### src/wwd_pkg.sv
// Behaviour
// RL1: seven-bit count lives in control register, decremented every 16384 divided-oscillator cycles.
// RL2: timeout selectable in 64 steps by the lower six count bits.
// RL3: when active, count wrapping 40h to 3Fh starts a reset cycle.
// RL4: counter keeps decrementing while inactive; wrap then causes no reset.
// RL5: software rewrites control register periodically with a value from FFh down to C0h.
// RL6: a control register write never restarts the prescaler.
// RL7: every reset returns activation to disabled.
// RL8: once set, activation ignores clearing writes; only reset clears it.
// RL9: a write setting activation with top count bit clear resets at once.
// RL10: when active and option selected, a halt instruction causes a reset.
// RL11: timebase selection picks phase constants 4/59, 8/53, 20/35, 49/54.
// RL12: below a quarter constant steps are 16384 cycles; above, correction steps apply.
// RL13: base period is 16384 cycles; short step is (constant plus 128) times 64; the code uses (constant plus 192) times 64.
// RL14: hardware watchdog option forces active; software activation bit has no effect.
// RL15: control register resets to 7Fh.
// RL16: reset request is a single-cycle pulse to the reset sequencer.
package wwd_pkg;

  // register map
  localparam logic [7:0] WWD_CTRL_OFFSET = 8'h2a;
  localparam logic [7:0] WWD_CTRL_RESET = 8'h7f;
  localparam int WWD_ACT_BIT = 7;
  localparam int WWD_TOP_BIT = 6;
  localparam logic [6:0] WWD_WRAP_FROM = 7'h40;

  // prescaler timing in divided-oscillator cycles
  localparam int WWD_STEP_CYCLES = 16384;
  localparam int WWD_SHORT_BASE = 192;
  localparam int WWD_SHORT_MULT = 64;

  // timebase phase constants: quarter-step divisor and short-step offset
  localparam logic [5:0] WWD_TB0_MSB = 6'h04;
  localparam logic [5:0] WWD_TB0_LSB = 6'h3b;
  localparam logic [5:0] WWD_TB1_MSB = 6'h08;
  localparam logic [5:0] WWD_TB1_LSB = 6'h35;
  localparam logic [5:0] WWD_TB2_MSB = 6'h14;
  localparam logic [5:0] WWD_TB2_LSB = 6'h23;
  localparam logic [5:0] WWD_TB3_MSB = 6'h31;
  localparam logic [5:0] WWD_TB3_LSB = 6'h36;

  // register bus request
  typedef struct packed {
    logic [7:0] addr;
    logic [7:0] wdata;
    logic wr;
    logic rd;
  } wwd_bus_req_t;

endpackage : wwd_pkg

### src/wwd_watchdog.sv
// The implementer's own choices: the strobed register port and the address map.
`timescale 1ns/1ps
`default_nettype none
module wwd_watchdog (
  input wire logic core_clk,
  input wire logic rst,
  input wire wwd_pkg::wwd_bus_req_t bus_req,
  output logic [7:0] rd_data,
  input wire logic [1:0] timebase_select,
  input wire logic hw_watchdog_option,
  input wire logic halt_reset_option,
  input wire logic halt_exec,
  output logic wdg_reset_req,
  output logic wdg_active
);

  localparam int STEP_W = 14;

  logic activation_bit_q;
  logic [6:0] delay_count_value_q;
  logic [STEP_W-1:0] step_cnt_q;
  logic [STEP_W-1:0] step_len_d;
  logic [6:0] quarter_acc_q;
  logic [6:0] quarter_acc_d;
  logic short_next_d;
  logic tick;
  logic active;
  logic ctrl_wr;
  logic ctrl_rd;
  logic wr_act;
  logic [5:0] tb_msb;
  logic [5:0] tb_lsb;

  assign ctrl_wr = bus_req.wr && (bus_req.addr == wwd_pkg::WWD_CTRL_OFFSET);
  assign ctrl_rd = bus_req.rd && (bus_req.addr == wwd_pkg::WWD_CTRL_OFFSET);
  // active if software enabled it or the hardware option forces it
  assign active = activation_bit_q | hw_watchdog_option; // RL14
  assign wr_act = activation_bit_q | bus_req.wdata[wwd_pkg::WWD_ACT_BIT] | hw_watchdog_option;
  assign tick = (step_cnt_q == '0);

  // phase constants per timebase selection
  always_comb
  begin
    case (timebase_select) // RL11
      2'd0:
      begin
        tb_msb = wwd_pkg::WWD_TB0_MSB;
        tb_lsb = wwd_pkg::WWD_TB0_LSB;
      end
      2'd1:
      begin
        tb_msb = wwd_pkg::WWD_TB1_MSB;
        tb_lsb = wwd_pkg::WWD_TB1_LSB;
      end
      2'd2:
      begin
        tb_msb = wwd_pkg::WWD_TB2_MSB;
        tb_lsb = wwd_pkg::WWD_TB2_LSB;
      end
      default:
      begin
        tb_msb = wwd_pkg::WWD_TB3_MSB;
        tb_lsb = wwd_pkg::WWD_TB3_LSB;
      end
    endcase
  end

  // quarter accumulator: a step is short each time 4*steps crosses a multiple of msb
  always_comb
  begin
    quarter_acc_d = quarter_acc_q + 7'd4; // RL12
    short_next_d = 1'b0;
    if (quarter_acc_d >= {1'b0, tb_msb})
    begin
      quarter_acc_d = quarter_acc_d - {1'b0, tb_msb};
      short_next_d = 1'b1;
    end
    if (short_next_d)
    begin
      // short step of (192 + lsb) * 64 cycles
      step_len_d = STEP_W'((wwd_pkg::WWD_SHORT_BASE + int'(tb_lsb)) * wwd_pkg::WWD_SHORT_MULT - 1);
    end
    else
    begin
      step_len_d = STEP_W'(wwd_pkg::WWD_STEP_CYCLES - 1); // RL13
    end
  end

  // free-running prescaler, never restarted by register writes
  always_ff @(posedge core_clk)
  begin
    if (rst)
    begin
      step_cnt_q <= STEP_W'(wwd_pkg::WWD_STEP_CYCLES - 1);
      quarter_acc_q <= '0;
    end
    else if (tick)
    begin
      step_cnt_q <= step_len_d; // RL6
      quarter_acc_q <= quarter_acc_d;
    end
    else
    begin
      step_cnt_q <= step_cnt_q - 1'b1; // RL1
    end
  end

  // activation bit: sticky until reset
  always_ff @(posedge core_clk)
  begin
    if (rst)
    begin
      activation_bit_q <= 1'b0; // RL7
    end
    else if (ctrl_wr && bus_req.wdata[wwd_pkg::WWD_ACT_BIT])
    begin
      activation_bit_q <= 1'b1; // RL8
    end
  end

  // count field: write wins over a same-cycle decrement
  always_ff @(posedge core_clk)
  begin
    if (rst)
    begin
      delay_count_value_q <= wwd_pkg::WWD_CTRL_RESET[6:0]; // RL15
    end
    else if (ctrl_wr)
    begin
      delay_count_value_q <= bus_req.wdata[6:0]; // RL2
    end
    else if (tick)
    begin
      delay_count_value_q <= delay_count_value_q - 7'd1; // RL4
    end
  end

  // reset request pulse
  always_ff @(posedge core_clk)
  begin
    if (rst)
    begin
      wdg_reset_req <= 1'b0;
    end
    else if (ctrl_wr)
    begin
      // a write overrides the wrap check, but never hides a halt
      wdg_reset_req <= (wr_act && !bus_req.wdata[wwd_pkg::WWD_TOP_BIT]) // RL9 RL16
        || (active && halt_reset_option && halt_exec); // RL10
    end
    else
    begin
      wdg_reset_req <= (active && tick && delay_count_value_q == wwd_pkg::WWD_WRAP_FROM) // RL3
        || (active && halt_reset_option && halt_exec); // RL10
    end
  end

  // read data one cycle after the strobe; unmapped reads zero
  always_ff @(posedge core_clk)
  begin
    if (rst)
    begin
      rd_data <= 8'h00;
    end
    else if (ctrl_rd)
    begin
      rd_data <= {activation_bit_q, delay_count_value_q};
    end
    else
    begin
      rd_data <= 8'h00;
    end
  end

  // activation state for the system
  always_ff @(posedge core_clk)
  begin
    if (rst)
    begin
      wdg_active <= 1'b0;
    end
    else
    begin
      wdg_active <= active;
    end
  end

endmodule : wwd_watchdog
`default_nettype wire

### config.mk
export PLATFORM = sky130hd
export DESIGN_NAME = wwd_watchdog
export DESIGN_NICKNAME = d
export VERILOG_FILES = /design/src/wwd_pkg.sv /design/src/wwd_watchdog.sv
export SDC_FILE = /design/constraint.sdc
export NUM_CORES = 1
export LEC_CHECK = 0
export ABC_AREA = 1
export BUFFER_PORTS_ARGS = -buffer_cell sky130_fd_sc_hd__buf_2
export CORE_MARGIN = 5
export CORE_UTILIZATION = 50
export CTS_CLUSTER_DIAMETER = 80
export DETAILED_ROUTE_END_ITERATION = 10
export PLACE_DENSITY = 0.7
export SYNTH_ARGS = -nofsm -noshare
export SYNTH_HDL_FRONTEND = slang
export SYNTH_SLANG_ARGS = --single-unit
### constraint.sdc
create_clock -name core_clk -period 2.55 [get_ports core_clk]
set_input_delay 0.255 -clock core_clk [delete_from_list [all_inputs] [get_ports core_clk]]
set_output_delay 0.255 -clock core_clk [all_outputs]
set_load 0.1 [all_outputs]
Word-level counts from Yosys, hierarchy flattened
Index checks and enable logic that the tools add are counted.
Storage, ports and cells
  output and inout port bits: 10
  bits in registers: 39
  word-level logic and storage cells: 46
  input bits: 25
Operators by class
  multiplexer cells: 9
  bitwise operators: 4
  equal/unequal tests: 4
  $lt $le $gt $ge: 1
  add/sub/neg operators: 6
  reductions and logical operators: 15
Operators by type and width (count)
  $mux 14: 2
  $sub 14x1->14 const B: 2
  $mux 7: 3
  $pmux 6 s3: 1
  $pmux 5 s3: 1
  $logic_not 14->1: 1
  $add 8x6->8 const A: 1
  $eq 8x6->1 const B: 1
  $logic_and 1x1->1: 8
  $add 7x3->7 const B: 1
  $eq 7x7->1 const B: 1
  $ge 7x6->1: 1
  $sub 7x1->7 const B: 1
  $sub 7x6->7: 1
  $or 1x1->1: 3
  $eq 2x1->1 const B: 1
  $eq 2x2->1 const B: 1
  $logic_not 2->1: 1
  $logic_or 1x1->1: 2
  $mux 1: 2
  $reduce_bool 2->1: 1
  $reduce_or 2->1: 1
  $logic_not 1->1: 1
  $not 1->1: 1

Longest topological paths before layout
  word-level depth: 6
  mapped depth: 13
  gate-level depth less buffers: 13

Worst setup path before layout
OpenSTA, ideal clock, no wires.
  path kind: register to register
  start point: register quarter_acc_q[3]
  end point: register quarter_acc_q[1]
  cell stages (with the launch flop): 14
  path slack: 614 ps
  setup time: 111 ps
  clock period less this slack: 1936 ps
  data required time: 2439 ps
  path buffers: 0
  arrival time: 1824 ps
  path through: dfxtp_1 -> ha_1 -> xor2_1 -> ha_1 -> nand2_1 -> inv_1 -> nand3b_1 -> nand3_1 -> nand3_4 -> nand3_4 -> nand2_4 -> inv_2 -> nor2_1 -> nor2_1
On the way
  longest elaborated chain between the ends: 3
Ends and longest elaborated chain
  start, declared: line wwd_watchdog.sv:23  | logic [6:0] quarter_acc_q;
  start signal, assigned: line wwd_watchdog.sv:100  | quarter_acc_q <= quarter_acc_d;
  $add 7x3->7: line wwd_watchdog.sv:71  | quarter_acc_d = quarter_acc_q + 7'd4;
  $ge 7x6->1: line wwd_watchdog.sv:73  | if (quarter_acc_d >= {1'b0, tb_msb})
  $mux 7: line wwd_watchdog.sv:73
Every way passes these cells.
A chain may end at the register's enable or synchronous reset.

Worst setup path after layout
  start point: register quarter_acc_q[2]
  end point: register step_cnt_q[6]
On the way
  longest elaborated chain between the ends: 5
Ends and longest elaborated chain
  $add 7x3->7: line wwd_watchdog.sv:71
  $ge 7x6->1: line wwd_watchdog.sv:73
  $mux 1: line wwd_watchdog.sv:73
  $mux 14: line wwd_watchdog.sv:78  | if (short_next_d)
  $mux 14: line wwd_watchdog.sv:97  | else if (tick)
  end signal, assigned: line wwd_watchdog.sv:94  | step_cnt_q <= STEP_W'(wwd_pkg::WWD_STEP_CYCLES - 1);
  end signal, assigned: line wwd_watchdog.sv:99  | step_cnt_q <= step_len_d;
  end signal, assigned: line wwd_watchdog.sv:104  | step_cnt_q <= step_cnt_q - 1'b1;
  end, declared: line wwd_watchdog.sv:21  | logic [STEP_W-1:0] step_cnt_q;
Every way passes these cells.

==> impl_metrics.yaml <==
drt:
  drt_iter0_markers: 85
  routed_wl_um: 4813
  ant_nets: 0
  via_per_inst: 5.118
  drc: 0
  dr.pass1.iters: 4
  dr_total_vias: 2078
  wire_per_inst_um: 11.85
yosys:
  synth_area_um2: 2241
  ys_ff_latch: 39
  ys.flop_type: "dfxtp_1"
  synth_cell_types: 35
  ys_async_sr_fraction: 0
  syn_nets: 352
  ys_seq_area_frac: 0.3484
  yosysWarnings: 0
  synth-edff-count: 0
  synthCells: 318
  avgSynthCellArea_um2: 7.047
hold_path:
  hp-class: "input port to flip-flop"
worst_setup_path:
  path_cells: "ha_1 > xor2_1 > ha_1 > nand2_1 > inv_1 > nand3b_1 > nand3_1 > nand3_4 > nand3_4 > nand2_4 > o21ai_1 > nand2_1"
  end_kind: "flip-flop"
  path_max_fanout: 10
  startpoint_type: "flip-flop"
  critPathArrivalTime_ns: 2.36
  cpMaxStageDelayCell: "ha_1"
  critical-path-top-delay-family: "simple AND/OR/NAND/NOR gates"
  critPathRequiredTime_ns: 2.73
  criticalPathCategory: "flip-flop to flip-flop"
  cpPeakStageDelay_ns: 0.38
  cp_num_buf_inv: 1
sta:
  worst_pin_slew_ns: 0.4944
  grt_setup_unrepaired: "no"
  hold_violations: 0
  slew_headroom: 0.6727
  slew_viol_final: 0
  finalSetupViolations: 0
  skew_ns: 0.004509
  layout_min_cycle_time_ns: 2.178
  period_share: 0.8543
  fin_setup_tns_ns: 0
  max_freq_mhz: 459.0
cells_and_area:
  final_cell_mix: "nand2_1 (61), inv_1 (43), dfxtp_1 (39)"
  final_common_cell: "nand2_1"
  multiInputGateArea_um2: 1234
  fillCellCount: 411
  antenna_cells: 0
  nNetsFinal: 387
  areaGrowthSynthToFinish_pct: 12.73
  drive_gt1_frac: 0.1949
  fin_util: 0.5802
  regArea_um2: 780.7
floorplanning:
  placementRows: 24
  pin_count: 35
  die-area_um2: 5921
  core_area_um2: 4354
  initial_core_util: 0.5147
  die-height_um: 76.95
  die_w_um: 76.95
power_and_ir_drop:
  p_per_area_nw_per_um2: 450.3
  irDropWorstVdd_mv: 0.3780
  p_total_mw: 1.138
  p_leak_nw: 1.294
status:
  status: "finished clean"
placement:
  gp_congestion: 0.8471
  dpl.hpwl_um: 3750
  port_buffers: 34
clocking:
  tritoncts: "built"
  cts_setup_buffers: 0
  insertion_delay_ns: 0.29
  cts_root_buffer: "clkbuf_8"
  cts_hold_buf: 0
  clockBufferDepth: 2
  clk_pin_slew_ns: 0.08
  cts_made_buffers: 5
  cts_resized: 0
  clock-sinks: 39
  htreeDepth: 2
grt:
  grt_pass1_vias: 1999
  grt_pass1_wl_um: 8411
  antenna_found_initial: 0
  grt-ovfl-total: 0
  grt_max_degree: 15
  grt.total_usage: 0.1712
run:
  maxCapViolCount: 0
-- layout make-up --
class | instances | share of cell area
multi-input cells | 222 | 0.4884
flip-flops and latches | 39 | 0.3091
inverters | 51 | 0.07578
repair buffers | 34 | 0.06736
clock buffers | 6 | 0.02873
well taps | 52 | 0.02576
clock inverters | 2 | 0.004953
-- state kept, by name, indices dropped and copies added, names as in the netlist --
name	count
step_cnt_q	14
rd_data	8
delay_count_value_q	7
quarter_acc_q	7
activation_bit_q	1
wdg_active	1
wdg_reset_req	1
-- per-layer routing --
layer / track usage / vias up / share of wire
met1: 0.2145 / 926 / 0.49
li1: - / 1101 / -
met4: 0.06469 / 0 / 0.022
met3: 0.04215 / 9 / 0.037
met5: 0 / - / 0
met2: 0.2818 / 42 / 0.45
-- worst paths after layout --
check,start,endpoint,slack [ns],cells after the start
worst max-delay path,quarter_acc_q[2]$_SDFFE_PP0P_,step_cnt_q[6]$_SDFF_PP1_,0.37,12
worst min-delay path,bus_req[4],delay_count_value_q[2]$_SDFFE_PP1P_,0.17,3
worst max register to register,quarter_acc_q[2]$_SDFFE_PP0P_,step_cnt_q[6]$_SDFF_PP1_,0.37,12
worst min register to register,step_cnt_q[0]$_SDFF_PP1_,step_cnt_q[0]$_SDFF_PP1_,0.39,1
-- Yosys cell counts (2+ instances only) --
master    number  area, um^2
nor3_1         4       20.02
inv_2          8       30.03
nand4_1       13       81.33
nand3_1       33       165.2
a21oi_1        9       45.04
nor2_1        37       138.9
nor2_2         4       25.02
o21ai_1        5       25.02
or2_2          2       12.51
dfxtp_1       39       780.8
nand3b_1       2       15.01
xnor2_1        3       26.28
o21ai_0        9       45.04
nand2_2        5       31.28
o211ai_1       4       30.03
nand2_1       61       229.0
inv_1         43       161.4
clkbuf_1       3       11.26
nand3_4        5       87.58
ha_1           9       112.6
xor2_1         5       43.79
nor2_4         2       22.52
-- worst min-delay path, cell delays in order --
cell	delay, ns
buf_2	0.07
nand2_1	0.04
nand3_1	0.06
-- per-stage QoR --
| stage | worst slack [ns] | std cells | hold slack [ns] | instance area [um^2] |
|---|---|---|---|---|
| finish | 0.3716 | 406 | 0.1735 | 2526 |
| global route | 0.1757 | 406 | 0.1758 | 2526 |
| CTS | 0.3663 | 406 | 0.1628 | 2526 |
| detailed placement | 0.3898 | 398 | 0.3785 | 2441 |
| global placement | 0.4974 | 398 | 0.3755 | 2441 |
| floorplan | 0.6144 | 318 | 0.3651 | 2241 |
-- cell families after synthesis --
kind of cell    after synthesis  share of synthesized area
compound gates               32                    0.08152
xor+xnor                      8                    0.03127
flops                        39                     0.3484
buf+inv                      57                     0.1011
fa+ha+maj                     9                    0.05025
simple gates                173                     0.3875
-- power by group --
group | total (mW) | switching (mW) | leakage (nW) | internal [mW]
combinational | 0.117 | 0.0749 | 0.937 | 0.0423
clock | 0.403 | 0.212 | 0.0412 | 0.191
sequential | 0.617 | 0.00311 | 0.316 | 0.614
No activity file was read; power rests on OpenSTA's default activity.
